==> src/hw/load_pkg.sv <==
// constants and types for the load output and lighting timer
// How it works
// - eight load programs are chosen by one three-bit program code.
// - program one fixed: off below 11.10 V, on above 13.10 V.
// - program two fixed: off below 11.80 V, on above 14.00 V.
// - user hysteresis: off below lower threshold, on above upper threshold.
// - user window: on only between lower and upper threshold, off outside.
// - timed selector: hysteresis start, then load stays on for a set time.
// - always off and always on act on the output at once.
// - voltage programs wait two minutes before the load output changes.
// - program comes from the jumper unless the receive pin option disables it.
// - low battery forces the light off; lighting resumes once voltage recovers.
// - load pin is off when decision off or, with the timer enabled, dim is zero, else on.
// - with the timer disabled the load follows only the load program.
// - with the timer enabled the load needs program and timer both true.
// - sunset action: keep off, fixed interval, until midnight, until sunrise.
// - fixed interval lights at sunset then uses second dim level; zero is off.
// - until sunrise stays lit all night, ignores sunrise action, one dim level.
// - sunrise action: off at sunrise, or on earlier at own level then off.
// - dim levels only count when the transmit pin is set to pwm dimming.
// - solar midnight is the midpoint of the night; second dim level starts there.
// - unsynchronised, midnight is six hours after sunset and night lasts twelve.
// - three sunrise intervals of 24 hours within one hour give learned timing.
// - reset drops synchronisation; settings live outside and are kept.
// - zero detection thresholds mean sunset below 11.4 V, sunrise above 11.9 V.
// - sunset and sunrise detection delays run 0 to 63 minutes, zero is none.
// - virtual load mode drives the transmit pin exactly like the load.
// - pwm dimming on the transmit pin runs at a fixed 160 Hz.
package load_pkg;
  localparam int CLK_HZ          = 50_000_000;
  localparam int SEC_S           = 1;
  localparam int SEC_CYCLES      = CLK_HZ * SEC_S;
  localparam int PWM_HZ          = 160;
  localparam int PWM_STEPS       = 100;
  localparam int PWM_STEP_CYCLES = CLK_HZ / (PWM_HZ * PWM_STEPS);
  localparam int SEC_PER_MIN     = 60;
  localparam int SEC_PER_H       = 3600;
  localparam int QUAL_MIN        = 2;
  localparam int MIDNIGHT_H      = 6;
  localparam int NIGHT_H         = 12;
  localparam int DAY_H           = 24;
  localparam int DAY_TOL_H       = 1;

  localparam logic [11:0] PWM_STEP_LAST = 12'(PWM_STEP_CYCLES - 1);
  localparam logic [6:0]  PWM_PCT_LAST  = 7'(PWM_STEPS - 1);
  localparam logic [21:0] QUAL_SEC      = 22'(QUAL_MIN * SEC_PER_MIN);
  localparam logic [21:0] MIDNIGHT_SEC  = 22'(MIDNIGHT_H * SEC_PER_H);
  localparam logic [21:0] NIGHT_SEC     = 22'(NIGHT_H * SEC_PER_H);
  localparam logic [21:0] DAY_SEC       = 22'(DAY_H * SEC_PER_H);
  localparam logic [21:0] DAY_TOL_SEC   = 22'(DAY_TOL_H * SEC_PER_H);

  localparam logic [15:0] CONV1_OFF_MV  = 16'h2B5C;
  localparam logic [15:0] CONV1_ON_MV   = 16'h332C;
  localparam logic [15:0] CONV2_OFF_MV  = 16'h2E18;
  localparam logic [15:0] CONV2_ON_MV   = 16'h36B0;
  localparam logic [15:0] SUNSET_DEF_MV = 16'h2C88;
  localparam logic [15:0] SUNRISE_DEF_MV = 16'h2E7C;

  localparam logic [1:0] SYNC_DONE = 2'h3;
  localparam logic [6:0] DIM_FULL  = 7'h64;
  localparam logic [6:0] DIM_OFF   = 7'h00;

  typedef enum logic [2:0] {
    PROG_OFF = 3'h0, PROG_BATLIFE = 3'h1, PROG_CONV1 = 3'h2, PROG_CONV2 = 3'h3,
    PROG_ON = 3'h4, PROG_HYST = 3'h5, PROG_WINDOW = 3'h6, PROG_TIMED = 3'h7
  } program_t;
  typedef enum logic [1:0] {
    SS_OFF = 2'h0, SS_FIXED = 2'h1, SS_MIDNIGHT = 2'h2, SS_SUNRISE = 2'h3
  } sunset_t;
  typedef enum logic [2:0] {
    TX_COMM = 3'h0, TX_PULSE = 3'h1, TX_PWM = 3'h2, TX_PWM_INV = 3'h3, TX_VIRTUAL = 3'h4
  } tx_mode_t;
  typedef enum logic [1:0] {
    PH_DAY = 2'h0, PH_FIRST = 2'h1, PH_SECOND = 2'h2, PH_MORNING = 2'h3
  } phase_t;
endpackage

==> src/hw/qualify_delay.sv <==
// condition qualifier: output follows input only after a steady hold time
module qualify_delay (
  input  wire logic        clk,
  input  wire logic        reset_n,
  input  wire logic        sec_tick,
  input  wire logic        cond,
  input  wire logic [21:0] delay_sec,
  output logic             q
);
  logic [21:0] cnt;
  logic [21:0] next_cnt;
  logic        next_q;

  always_comb begin
    next_cnt = cnt;
    next_q   = q;
    if (cond == q) begin
      next_cnt = '0; // a lapse restarts the wait
    end else if (cnt >= delay_sec) begin
      next_q   = cond;
      next_cnt = '0;
    end else if (sec_tick) begin
      next_cnt = cnt + 22'h1;
    end
  end

  always_ff @(posedge clk) begin
    if (!reset_n) begin
      cnt <= '0;
      q   <= 1'b0;
    end else begin
      cnt <= next_cnt;
      q   <= next_q;
    end
  end
endmodule // qualify_delay

==> src/hw/pwm_dimmer.sv <==
// fixed-rate pwm of a percent dim level
module pwm_dimmer (
  input  wire logic       clk,
  input  wire logic       reset_n,
  input  wire logic [6:0] level,
  output logic            pwm
);
  logic [11:0] step;
  logic [6:0]  pct;
  logic [11:0] next_step;
  logic [6:0]  next_pct;
  logic        next_pwm;

  always_comb begin
    next_step = step + 12'h001;
    next_pct  = pct;
    if (step == load_pkg::PWM_STEP_LAST) begin
      next_step = '0;
      next_pct  = (pct == load_pkg::PWM_PCT_LAST) ? 7'h00 : pct + 7'h01;
    end
    next_pwm = pct < level; // levels of 100 and above stay high
  end

  always_ff @(posedge clk) begin
    if (!reset_n) begin
      step <= '0;
      pct  <= '0;
      pwm  <= 1'b0;
    end else begin
      step <= next_step;
      pct  <= next_pct;
      pwm  <= next_pwm;
    end
  end
endmodule // pwm_dimmer

==> src/hw/load_light_ctrl.sv <==
// load output decision with lighting timer, sun learning and transmit pin drive
module load_light_ctrl #(
  parameter int SEC_CYCLES = load_pkg::SEC_CYCLES
) (
  input  wire logic        clk,
  input  wire logic        reset_n,
  input  wire logic [15:0] batt_mv,
  input  wire logic [15:0] panel_mv,
  input  wire logic [2:0]  cfg_prog,
  input  wire logic [2:0]  jumper_prog,
  input  wire logic        jumper_en,
  input  wire logic        batlife_on,
  input  wire logic [15:0] user_low_mv,
  input  wire logic [15:0] user_high_mv,
  input  wire logic [15:0] timed_min,
  input  wire logic        light_en,
  input  wire logic [1:0]  sunset_act,
  input  wire logic        sunrise_early,
  input  wire logic [15:0] interval_min,
  input  wire logic [15:0] before_min,
  input  wire logic [6:0]  dim_first,
  input  wire logic [6:0]  dim_second,
  input  wire logic [6:0]  dim_morning,
  input  wire logic [15:0] night_mv,
  input  wire logic [15:0] day_mv,
  input  wire logic [5:0]  night_dly_min,
  input  wire logic [5:0]  day_dly_min,
  input  wire logic [2:0]  tx_mode,
  output logic             load_out,
  output logic             tx_out,
  output logic             tx_drive,
  output logic             night,
  output logic             synced,
  output logic [6:0]       dim_level
);
  localparam logic [21:0] MIN_SEC = 22'(load_pkg::SEC_PER_MIN);

  // one-second tick shared by all timers
  logic [25:0] sec_cnt;
  logic        sec_tick;
  logic [25:0] next_sec_cnt;
  logic        next_sec_tick;

  always_comb begin
    next_sec_tick = sec_cnt == 26'(SEC_CYCLES - 1);
    next_sec_cnt  = next_sec_tick ? 26'h0 : sec_cnt + 26'h1;
  end

  always_ff @(posedge clk) begin
    if (!reset_n) begin
      sec_cnt  <= '0;
      sec_tick <= 1'b0;
    end else begin
      sec_cnt  <= next_sec_cnt;
      sec_tick <= next_sec_tick;
    end
  end

  // load program
  load_pkg::program_t prog;
  load_pkg::program_t next_prog;
  logic               load_dec;
  logic               next_load_dec;
  logic               load_q;
  logic               load_q_d;
  logic [21:0]        timed_left;
  logic [21:0]        next_timed_left;
  logic               load_want;
  logic [15:0]        lo_mv;
  logic [15:0]        hi_mv;

  always_comb begin
    next_prog = load_pkg::program_t'(jumper_en ? jumper_prog : cfg_prog);
    lo_mv = user_low_mv;
    hi_mv = user_high_mv;
    if (prog == load_pkg::PROG_CONV1) begin
      lo_mv = load_pkg::CONV1_OFF_MV;
      hi_mv = load_pkg::CONV1_ON_MV;
    end else if (prog == load_pkg::PROG_CONV2) begin
      lo_mv = load_pkg::CONV2_OFF_MV;
      hi_mv = load_pkg::CONV2_ON_MV;
    end
    if (prog == load_pkg::PROG_BATLIFE) begin
      load_want = batlife_on;
    end else if (prog == load_pkg::PROG_WINDOW) begin
      load_want = batt_mv >= lo_mv && batt_mv <= hi_mv;
    end else if (batt_mv < lo_mv) begin
      load_want = 1'b0;
    end else if (batt_mv > hi_mv) begin
      load_want = 1'b1;
    end else begin
      load_want = load_q;
    end
    next_timed_left = timed_left;
    if (load_q && !load_q_d) begin
      next_timed_left = 22'(timed_min) * MIN_SEC;
    end else if (!load_q) begin
      next_timed_left = '0;
    end else if (sec_tick && timed_left != 22'h0) begin
      next_timed_left = timed_left - 22'h1;
    end
    case (prog)
      load_pkg::PROG_OFF:   next_load_dec = 1'b0;
      load_pkg::PROG_ON:    next_load_dec = 1'b1;
      load_pkg::PROG_TIMED: next_load_dec = load_q && timed_left != 22'h0;
      default:              next_load_dec = load_q;
    endcase
  end

  qualify_delay load_qual (
    .clk       (clk),
    .reset_n   (reset_n),
    .sec_tick  (sec_tick),
    .cond      (load_want),
    .delay_sec (load_pkg::QUAL_SEC),
    .q         (load_q)
  );

  always_ff @(posedge clk) begin
    if (!reset_n) begin
      prog       <= load_pkg::PROG_OFF;
      load_dec   <= 1'b0;
      load_q_d   <= 1'b0;
      timed_left <= '0;
    end else begin
      prog       <= next_prog;
      load_dec   <= next_load_dec;
      load_q_d   <= load_q;
      timed_left <= next_timed_left;
    end
  end

  // sun detection and learning of the night length
  logic        night_q;
  logic        night_q_d;
  logic        night_want;
  logic [15:0] set_mv;
  logic [15:0] rise_mv;
  logic [21:0] sun_dly;
  logic [21:0] night_sec;
  logic [21:0] cycle_sec;
  logic [21:0] night_len;
  logic [1:0]  sync_cnt;
  logic        seen_rise;
  logic [21:0] next_night_sec;
  logic [21:0] next_cycle_sec;
  logic [21:0] next_night_len;
  logic [1:0]  next_sync_cnt;
  logic        next_seen_rise;
  logic        cycle_ok;
  logic [21:0] night_total;
  logic [21:0] midnight_sec;

  always_comb begin
    set_mv  = (night_mv == 16'h0) ? load_pkg::SUNSET_DEF_MV : night_mv;
    rise_mv = (day_mv == 16'h0) ? load_pkg::SUNRISE_DEF_MV : day_mv;
    if (panel_mv < set_mv) begin
      night_want = 1'b1;
    end else if (panel_mv > rise_mv) begin
      night_want = 1'b0;
    end else begin
      night_want = night_q;
    end
    sun_dly = 22'(night_q ? day_dly_min : night_dly_min) * MIN_SEC;
    cycle_ok = cycle_sec + load_pkg::DAY_TOL_SEC >= load_pkg::DAY_SEC &&
               cycle_sec <= load_pkg::DAY_SEC + load_pkg::DAY_TOL_SEC;
    next_night_sec = night_sec;
    next_cycle_sec = cycle_sec;
    next_night_len = night_len;
    next_sync_cnt  = sync_cnt;
    next_seen_rise = seen_rise;
    if (sec_tick && night_sec != 22'h3FFFFF) begin
      next_night_sec = night_sec + 22'h1;
    end
    if (sec_tick && cycle_sec != 22'h3FFFFF) begin
      next_cycle_sec = cycle_sec + 22'h1;
    end
    if (night_q && !night_q_d) begin
      next_night_sec = '0;
    end
    if (!night_q && night_q_d) begin
      next_night_len = night_sec;
      next_cycle_sec = '0;
      next_seen_rise = 1'b1;
      if (seen_rise && cycle_ok) begin
        next_sync_cnt = (sync_cnt == load_pkg::SYNC_DONE) ? sync_cnt : sync_cnt + 2'h1;
      end else if (seen_rise) begin
        next_sync_cnt = '0;
      end
    end
    // learned timing only once three good days are seen
    night_total  = (sync_cnt == load_pkg::SYNC_DONE) ? night_len : load_pkg::NIGHT_SEC;
    midnight_sec = (sync_cnt == load_pkg::SYNC_DONE) ? {1'b0, night_len[21:1]}
                                                     : load_pkg::MIDNIGHT_SEC;
  end

  qualify_delay sun_qual (
    .clk       (clk),
    .reset_n   (reset_n),
    .sec_tick  (sec_tick),
    .cond      (night_want),
    .delay_sec (sun_dly),
    .q         (night_q)
  );

  always_ff @(posedge clk) begin
    if (!reset_n) begin
      night_q_d <= 1'b0;
      night_sec <= '0;
      cycle_sec <= '0;
      night_len <= load_pkg::NIGHT_SEC;
      sync_cnt  <= '0; // power loss forgets the sun
      seen_rise <= 1'b0;
    end else begin
      night_q_d <= night_q;
      night_sec <= next_night_sec;
      cycle_sec <= next_cycle_sec;
      night_len <= next_night_len;
      sync_cnt  <= next_sync_cnt;
      seen_rise <= next_seen_rise;
    end
  end

  // timer phase and dim level
  load_pkg::phase_t phase;
  load_pkg::phase_t next_phase;
  logic [6:0]       level;
  logic [6:0]       next_level;
  logic             dim_on;
  logic             early;

  always_comb begin
    dim_on = tx_mode == load_pkg::TX_PWM || tx_mode == load_pkg::TX_PWM_INV;
    early  = sunset_act != load_pkg::SS_SUNRISE && sunrise_early &&
             night_sec + 22'(before_min) * MIN_SEC >= night_total;
    if (!night_q || !night_q_d) begin // night_sec is stale until the sunset edge clears it
      next_phase = load_pkg::PH_DAY;
    end else if (early) begin
      next_phase = load_pkg::PH_MORNING;
    end else if (sunset_act == load_pkg::SS_FIXED &&
                 night_sec >= 22'(interval_min) * MIN_SEC) begin
      next_phase = load_pkg::PH_SECOND;
    end else if (sunset_act == load_pkg::SS_MIDNIGHT && night_sec >= midnight_sec) begin
      next_phase = load_pkg::PH_SECOND;
    end else begin
      next_phase = load_pkg::PH_FIRST;
    end
    case (phase)
      load_pkg::PH_FIRST: begin
        next_level = (sunset_act == load_pkg::SS_OFF) ? load_pkg::DIM_OFF
                   : (dim_on ? dim_first : load_pkg::DIM_FULL);
      end
      load_pkg::PH_SECOND:  next_level = dim_on ? dim_second : load_pkg::DIM_OFF;
      load_pkg::PH_MORNING: next_level = dim_on ? dim_morning : load_pkg::DIM_FULL;
      default:              next_level = load_pkg::DIM_OFF;
    endcase
  end

  always_ff @(posedge clk) begin
    if (!reset_n) begin
      phase <= load_pkg::PH_DAY;
      level <= load_pkg::DIM_OFF;
    end else begin
      phase <= next_phase;
      level <= next_level;
    end
  end

  // outputs; the pwm sits one cycle behind the level it is given
  logic       load_final;
  logic [6:0] pwm_level;
  logic       pwm;
  logic       next_tx_out;
  logic       next_tx_drive;

  always_comb begin
    load_final = load_dec && (!light_en || level != load_pkg::DIM_OFF);
    pwm_level  = !load_dec ? load_pkg::DIM_OFF : (light_en ? level : load_pkg::DIM_FULL);
    case (load_pkg::tx_mode_t'(tx_mode))
      load_pkg::TX_VIRTUAL: next_tx_out = load_final;
      load_pkg::TX_PWM:     next_tx_out = pwm;
      load_pkg::TX_PWM_INV: next_tx_out = !pwm;
      default:              next_tx_out = 1'b0;
    endcase
    // pulse mode and serial traffic are handled outside this block
    next_tx_drive = dim_on || tx_mode == load_pkg::TX_VIRTUAL;
  end

  pwm_dimmer dimmer (
    .clk     (clk),
    .reset_n (reset_n),
    .level   (pwm_level),
    .pwm     (pwm)
  );

  always_ff @(posedge clk) begin
    if (!reset_n) begin
      load_out  <= 1'b0;
      tx_out    <= 1'b0;
      tx_drive  <= 1'b0;
      night     <= 1'b0;
      synced    <= 1'b0;
      dim_level <= load_pkg::DIM_OFF;
    end else begin
      load_out  <= load_final;
      tx_out    <= next_tx_out;
      tx_drive  <= next_tx_drive;
      night     <= night_q;
      synced    <= sync_cnt == load_pkg::SYNC_DONE;
      dim_level <= light_en ? level : load_pkg::DIM_FULL;
    end
  end
endmodule // load_light_ctrl

==> config.mk <==
export PLATFORM = sky130hd
export DESIGN_NAME = load_light_ctrl
export DESIGN_NICKNAME = d
export VERILOG_FILES = /design/src/hw/load_pkg.sv /design/src/hw/qualify_delay.sv /design/src/hw/pwm_dimmer.sv /design/src/hw/load_light_ctrl.sv
export SDC_FILE = /design/constraint.sdc
export NUM_CORES = 1
export LEC_CHECK = 0
export BUFFER_PORTS_ARGS = -buffer_cell sky130_fd_sc_hd__clkbuf_2
export CAP_MARGIN = 20
export CORE_UTILIZATION = 54
export CTS_CLUSTER_SIZE = 30
export DETAILED_ROUTE_END_ITERATION = 8
export PLACE_DENSITY = 0.71
export SKIP_CTS_REPAIR_TIMING = 1
export SLEW_MARGIN = 20
export SYNTH_ARGS = -nofsm -noshare
export SYNTH_HDL_FRONTEND = slang
export SYNTH_HIERARCHICAL = 1
export SYNTH_SLANG_ARGS = --single-unit
==> constraint.sdc <==
create_clock -name clk -period 9.79 [get_ports clk]
set_input_delay 2.937 -clock clk [delete_from_list [all_inputs] [get_ports clk]]
set_output_delay 2.937 -clock clk [all_outputs]
set_load 0.05 [all_outputs]
; Word-level counts from Yosys, hierarchy flattened
; Cells that the tools add are included.
; W data, S select, Z words.
[classes]
n_reduce_logical = 42
n_mul = 4
bitwise = 4
order_cmp = 14
n_mux = 35
n_shift = 0
div_mod_pow = 0
n_addsub = 11
eq_ne = 25
[op_table]
columns = op, n
row1 = $mux W16, 6
row2 = $add A22 B1 Y22 const B, 4
row3 = $mux W22, 4
row4 = $mul A16 B4 Y20 const B, 3
row5 = $mux W7, 7
row6 = $ge A22 B22 Y1, 2
row7 = $ne A22 B22 Y1 const B, 2
row8 = $gt A16 B16 Y1, 2
row9 = $logic_not A16 Y1, 2
row10 = $lt A16 B16 Y1, 2
row11 = $add A26 B1 Y26 const B, 1
row12 = $eq A26 B26 Y1 const B, 1
row13 = $add A22 B12 Y22 const B, 1
row14 = $add A22 B22 Y22, 1
row15 = $ge A22 B12 Y1, 1
row16 = $ge A22 B17 Y1 const B, 1
row17 = $ge A22 B21 Y1, 1
row18 = $ge A22 B7 Y1 const B, 1
row19 = $le A22 B17 Y1 const B, 1
row20 = $reduce_bool A22 Y1, 1
row21 = $sub A22 B1 Y22 const B, 1
row22 = $mux W21, 1
row23 = $pmux W7 S3, 1
row24 = $ge A16 B16 Y1, 1
row25 = 33 further kinds, 87
[word_totals]
mem_bits_ro = 0
ff_bits = 210
input_bits = 194
latch_bits = 0
output_inout_bits = 12
ram_bits = 0
n_memories = 0
word_cells = 162

; Longest topological paths before layout
; Gate-level depths: netlist of run 1.
[depth]
word_depth = 11
mapped_depth = 29
ltp_nobuf = 29

; Modules after synthesis
; The synthesis of run 1 kept the hierarchy.
[modules_own_cells]
columns = module, cells_per_inst, n_inst, area_each_um2
row1 = load_light_ctrl, 1801, 1, 15379.8
row2 = qualify_delay, 182, 2, 1612.8
row3 = pwm_dimmer, 124, 1, 1147.4

; Worst setup path after synthesis of run 1
; No wires, ideal clock.
[synth_path]
kind = input -> register
from = input port before_min[0]
to = register phase[1]
n_path_buf = 0
required_ps = 9695
setup_slack_ps = 1558
arrival_time_ps = 8136
setup_ps = 95
stages = 23
cell_sequence = fa_1 fa_1 fa_1 a21o_1 a21oi_1 nand2b_1 a21boi_0 nor2_1 xnor2_1 ha_1 a21o_1 a21oi_1 nor3b_1 a21oi_1 a221oi_1 nor4bb_1 a311o_1 ha_1 and4_1 a41oi_1 a311oi_1 o221ai_1 a221oi_1
[synth_via]
elab_chain_len = 5
[synth_lines]
columns = item, line
row1 = from (decl), load_light_ctrl.sv:20  ; input wire logic [15:0] before_min,
row2 = $mul A16 B4 Y20, load_light_ctrl.sv:235  ; night_sec + 22'(before_min) * MIN_SEC >= night_total;
row3 = $add A22 B22 Y22, load_light_ctrl.sv:235
row4 = $ge A22 B22 Y1, load_light_ctrl.sv:235
row5 = $logic_and A1 B1 Y1, load_light_ctrl.sv:234  ; early = sunset_act != load_pkg::SS_SUNRISE && sunrise_early &&
row6 = $mux W2, load_light_ctrl.sv:238  ; end else if (early) begin
row7 = to (signal assigned), load_light_ctrl.sv:261  ; phase <= load_pkg::PH_DAY;
row8 = to (signal assigned), load_light_ctrl.sv:264  ; phase <= next_phase;
row9 = to (decl), load_light_ctrl.sv:225  ; load_pkg::phase_t phase;
; Every way passes these cells.
; A chain may end at the register's enable or synchronous reset.

; Worst setup path after layout of run 1
; Ends and elaborated chain as after synthesis.

==> results.json, run 1 <==
{
  "syn_area_per_cell_um2": 8.629,
  "fmax_mhz": 115.7,
  "slew_viol_final": 0,
  "slowest_stage": "fa_1",
  "dr.pass1.iters": 8,
  "diodes": 0,
  "fin_nets": 3100,
  "finalSetupViolations": 0,
  "dieArea_mm2": 0.03735,
  "cts.sinks": 210,
  "setup_slack_ns": 1.146,
  "syn_inst": 2289,
  "finalPower_mw": 3.077,
  "ys_types": 90,
  "numPortBuffers": 205,
  "pin_count": 206,
  "drc": 22,
  "cts-buffers-inserted": 24,
  "vias": 16650,
  "path_max_fanout": 6,
  "grt_max_degree": 60,
  "crit_type": "in2reg",
  "antenna_found_initial": 0,
  "gr-total-overflow": 0,
  "synth_top_area_share_pct": 21.28,
  "die_w_um": 193.3,
  "final_hold_viol_count": 0,
  "syn_area_mm2": 0.01975,
  "drtIter0Drc": 813,
  "clk_pin_slew_worst_paths_ns": 0.06,
  "synth_area_leaders": "dfxtp_1 21%, ha_1 18%, fa_1 9.8%",
  "fin_skew_ns": 0.01315,
  "required_ns": 10.21,
  "htreeDepth": 1,
  "synth-async-reset-ratio_pct": 0,
  "antenna_left": 0,
  "synth-main-ff-cell": "dfxtp_1",
  "core_area_mm2": 0.03574,
  "status": "finished with violations",
  "grt_pass1_vias": 16550,
  "hold_path.class": "reg2reg",
  "end_kind": "register",
  "grt_util_all_layers_pct": 23.64,
  "min_period_ns": 8.644,
  "tns_ns": 0,
  "syn2layout_area_growth_pct": 11.84,
  "wl_per_cell_um": 14.57,
  "critPathLaunchType": "input port",
  "ir_worst_vdd_mv": 0.1298,
  "cp_slowest_stage_delay_ns": 0.59,
  "gp_congestion": 0.9040,
  "path_buf_inv": 1,
  "clock_latency_ns": 0.52,
  "final_util_pct": 61.81,
  "totalWireLength_um": 43580,
  "cap_viol_max_count": 0,
  "root_buffer": "clkbuf_16",
  "ys_warn_count": 6,
  "cp.arrival_ns": 9.06,
  "initial_core_util_pct": 55.26,
  "critical_path.top_delay_family": "compound AO/OA/AOI/OAI gates",
  "layout_common_cells": "292 x ha_1, 210 x nor2_1, 210 x dfxtp_1",
  "power.density_mw_per_mm2": 139.3,
  "grt_pass1_wl_um": 75930,
  "leakagePower_nw": 9.960,
  "period_share_pct": 88.29,
  "violations": "DRC",
  "drive_above_1_share_pct": 12.92,
  "synth_edf_count": 0,
  "die_h_um": 193.3,
  "tritoncts": "done",
  "ys_ff_latch": 210,
  "dp_hpwl_um": 35260,
  "worst_pin_slew_ns": 0.9668,
  "path_cells": "clkbuf_2, fa_1, fa_1, fa_1, a21o_1, a21oi_1, nand2b_1, a21boi_0, nor2_1, xnor2_1, ha_1, a21o_1, a21oi_1, nor3b_1, a21oi_1, a221oi_1, nor4bb_1, a311o_1, ha_1, and4_1, a41oi_1, a311oi_1, o221ai_1, a221oi_1",
  "final_common_cell": "ha_1",
  "yosysTopAreaCell": "dfxtp_1",
  "via_per_inst": 5.563,
  "yosysSeqAreaShare_pct": 21.28,
  "rows": 69,
  "post-place-ws_ns": 0.6819,
  "dp.cells": 2952,
  "fin_cells": 2992,
  "cts_buffer_depth": 3,
  "rsz0062_at_grt": "no",
  "max_slew_margin_pct": 35.41
}
==> worst paths after layout <==
check | start | to | slack [ns] | depth (start not counted)
worst min register to register | night_len[0] | night_len[0] | 0.45 | 2
worst min-delay path | night_len[0] | night_len[0] | 0.45 | 2
worst max-delay path | before_min[0] | phase[1] | 1.15 | 24
worst max register to register | sun_qual/q | sun_qual/cnt[15] | 4.32 | 21
==> Yosys cell counts (5+ instances only) <==
| cell type | number |
|---|---|
| a211o_1 | 9 |
| a211oi_1 | 15 |
| a21boi_0 | 9 |
| a21o_1 | 62 |
| a21oi_1 | 161 |
| a22oi_1 | 10 |
| a31oi_1 | 15 |
| a41oi_1 | 5 |
| and2_1 | 17 |
| and3_1 | 34 |
| and4_1 | 18 |
| clkbuf_1 | 33 |
| dfxtp_1 | 210 |
| fa_1 | 97 |
| ha_1 | 292 |
| inv_1 | 173 |
| mux2_2 | 8 |
| mux2i_1 | 15 |
| nand2_1 | 193 |
| nand2b_1 | 22 |
| nand3_1 | 74 |
| nand4_1 | 52 |
| nand4b_1 | 7 |
| nor2_1 | 210 |
| nor2_2 | 20 |
| nor2b_1 | 35 |
| nor3_1 | 20 |
| nor4_1 | 22 |
| nor4_2 | 5 |
| nor4b_1 | 5 |
| o211ai_1 | 11 |
| o21a_1 | 17 |
| o21ai_0 | 88 |
| o21bai_1 | 8 |
| or2_2 | 6 |
| or3_1 | 17 |
| xnor2_1 | 84 |
| xor2_1 | 102 |
==> layer usage <==
| layer | vias up | track usage, % | routed length (um) | part of all wire [%] |
|---|---|---|---|---|
| met5 | - | 0 | 0 | 0 |
| met4 | 0 | 5.156 | 832 | 1.9 |
| met3 | 60 | 2.877 | 1914 | 4.4 |
| met2 | 322 | 42.15 | 21030 | 48 |
| met1 | 7770 | 30.49 | 19800 | 45 |
| li1 | 8493 | - | - | - |
==> cell families (layout without fill, tap and decap cells) <==
family	after synthesis	count (layout)	synth area share, %
AND/OR/NAND/NOR	810	810	22.13
AO/OA/AOI/OAI	453	453	14.33
adder cells (fa/ha/maj)	389	389	28.33
buffers and inverters	216	426	4.434
flip-flops	210	210	21.28
XOR/XNOR	186	186	8.247
multiplexers	23	23	1.216
other	2	34	0.03802
==> through the flow <==
step,hold slack (ns),instance area (um^2)
2_1_floorplan,0.4317,19870
3_3_place_gp,0.4418,21310
3_5_place_dp,0.4446,21310
4_1_cts,0.4526,22090
5_1_grt,0.4737,22090
6_report,0.4534,22090
==> worst register-to-register path, cell delays in order (launching register included) <==
cell	delay [ns]
dfxtp_1	0.74
mux2_2	0.46
fa_1	0.58
inv_1	0.07
fa_1	0.52
inv_1	0.06
ha_1	0.26
a21o_1	0.17
a21oi_1	0.21
o21bai_1	0.09
a21oi_1	0.23
o21bai_1	0.10
a21oi_1	0.19
xnor2_1	0.13
inv_1	0.06
ha_1	0.31
a21oi_1	0.15
o21ai_0	0.11
a22oi_1	0.15
and3_4	0.24
nand4_4	0.35
nor2_1	0.23
==> flip-flops by register name, summed over array words and instances (netlist names), 12 cells and up <==
signal / count
sec_cnt: 26
cycle_sec: 22
load_qual/cnt: 22
night_len: 22
night_sec: 22
sun_qual/cnt: 22
timed_left: 22
dimmer/step: 12
==> final cells by class <==
type | count | area, um^2
tap | 461 | 576.8
clock inverter | 8 | 115.1
inverter | 174 | 653.1
sequential | 210 | 4204
clock buffer | 32 | 670.6
timing repair buffer | 212 | 1079
fill | 3176 | 13650
multi-input combinational | 1895 | 14790
==> report_power, final <==
group          total, mW  leakage [nW]  internal (mW)  switching, mW
clock network      0.893         0.382          0.535          0.358
logic               1.32          7.88          0.598          0.721
registers          0.865          1.69          0.859        0.00524
total               3.08          9.96           1.99           1.09
No activity file was read; power rests on OpenSTA's default activity.
==> run 2, diff against run 1 <==
==> constraint.sdc (replaced) <==
create_clock -name clk -period 9.2 [get_ports clk]
set_input_delay 2.76 -clock clk [delete_from_list [all_inputs] [get_ports clk]]
set_output_delay 2.76 -clock clk [all_outputs]
set_load 0.05 [all_outputs]
==> results.json, run 2 (synthesized netlist as in run 1, its figures left out) <==
{
  "drive_above_1_share_pct": 12.99,
  "numPortBuffers": 205,
  "layout_common_cells": "292 x ha_1, 210 x nor2_1, 210 x dfxtp_1",
  "cp.arrival_ns": 8.92,
  "finalPower_mw": 3.384,
  "cap_viol_max_count": 0,
  "grt_util_all_layers_pct": 23.51,
  "dp.cells": 2952,
  "n_fill_cell": 3160,
  "path_cells": "clkbuf_2, fa_1, fa_1, fa_1, a21o_1, a21oi_1, nand2b_1, a21boi_0, nor2_1, xnor2_1, ha_1, a21o_1, a21oi_1, nor3b_1, a21oi_1, a221oi_1, nor4bb_1, a311o_1, ha_1, and4_1, a41oi_1, a311oi_1, o221ai_1, a221oi_1",
  "fin_skew_ns": 0.007273,
  "critPathLaunchType": "input port",
  "hold_path.class": "reg2reg",
  "end_kind": "register",
  "crit_type": "in2reg",
  "dr.pass1.iters": 7,
  "critical_path.top_delay_family": "compound AO/OA/AOI/OAI gates",
  "violations": "DRC",
  "initial_core_util_pct": 55.26,
  "tritoncts": "done",
  "grt_pass1_vias": 16750,
  "regArea_mm2": 0.004204,
  "die_h_um": 193.3,
  "final_hold_viol_count": 0,
  "worst_pin_slew_ns": 0.9936,
  "via_per_inst": 5.582,
  "largest_reg_flops": 26,
  "finalSetupViolations": 0,
  "final_util_pct": 62.08,
  "leakagePower_nw": 10.01,
  "totalWireLength_um": 43590,
  "rsz0062_at_grt": "no",
  "clk_pin_slew_worst_paths_ns": 0.06,
  "dp_hpwl_um": 35260,
  "vias": 16710,
  "ir_worst_vdd_mv": 0.1113,
  "clock_latency_ns": 0.51,
  "path_max_fanout": 6,
  "grt_pass1_wl_um": 75400,
  "slowest_stage": "fa_1",
  "gp_congestion": 0.9032,
  "cp_slowest_stage_delay_ns": 0.60,
  "fin_nets": 3099,
  "period_share_pct": 92.50,
  "required_ns": 9.61,
  "drtIter0Drc": 815,
  "top_register": "sec_cnt",
  "multi_input_area_mm2": 0.01479,
  "fmax_mhz": 117.5,
  "diodes": 0,
  "holdCritStartpoint": "night_len[0]",
  "tns_ns": 0,
  "cts_buffer_depth": 3,
  "antenna_found_initial": 0,
  "wl_per_cell_um": 14.56,
  "root_buffer": "clkbuf_16",
  "rows": 69,
  "drc": 22,
  "grt_max_degree": 60,
  "max_slew_margin_pct": 33.62,
  "pin_count": 206,
  "syn2layout_area_growth_pct": 12.33,
  "power.density_mw_per_mm2": 152.5,
  "core_area_mm2": 0.03574,
  "fin_cells": 2994,
  "dieArea_mm2": 0.03735,
  "r2r-start": "sun_qual/q",
  "htreeDepth": 1,
  "setup.worst_path.start": "before_min[0]",
  "status": "finished with violations",
  "cts-buffers-inserted": 23,
  "min_period_ns": 8.510,
  "slew_viol_final": 0,
  "antenna_left": 0,
  "final_common_cell": "ha_1",
  "path_buf_inv": 1,
  "die_w_um": 193.3,
  "gr-total-overflow": 0,
  "cts.sinks": 210
}
[run 2: routing by layer]
| metal | track usage, % | part of all wire, % | vias to the layer above |
|---|---|---|---|
| met5 | 0 | 0 | - |
| met4 | 6.844 | 2.6 | 0 |
| met3 | 3.208 | 4.7 | 92 |
| met2 | 41.52 | 48 | 352 |
| met1 | 29.79 | 45 | 7774 |
| li1 | - | - | 8494 |
[run 2: worst paths after layout]
check / end / slack [ns] / cells past startpoint
worst min-delay path: night_len[0] / 0.45 / 2
worst min register to register: night_len[0] / 0.45 / 2
worst max-delay path: phase[1] / 0.69 / 24
worst max register to register: sun_qual/cnt[15] / 3.75 / 21
[run 2: power by group]
part	switching (mW)	leakage, nW	internal, mW
combinational	0.767	7.88	0.636
sequential	0.00543	1.69	0.914
clock	0.380	0.429	0.683
[run 2: cell type report]
cell class | count | share of cell area [%]
clock inverters | 12 | 1.128
flip-flops and latches | 210 | 18.95
inverters | 174 | 2.944
well taps | 461 | 2.600
clock buffers | 30 | 2.848
repair buffers | 212 | 4.861
multi-input cells | 1895 | 66.67
[run 2: stage by stage]
step | hold slack (ns) | worst slack (ns) | area (um^2)
floorplan | 0.4317 | 1.145 | 19870
global placement | 0.4418 | 0.6422 | 21310
CTS | 0.4535 | 0.7692 | 22190
finish | 0.4536 | 0.6900 | 22190
global route | 0.4790 | 0.2055 | 22190
detailed placement | 0.4453 | 0.2606 | 21310
[run 2: tightest hold or removal path, cell delays in order, from the launching register on]
cell and delay (ns):
dfxtp_1 0.31, nand2_1 0.05, a21oi_1 0.05
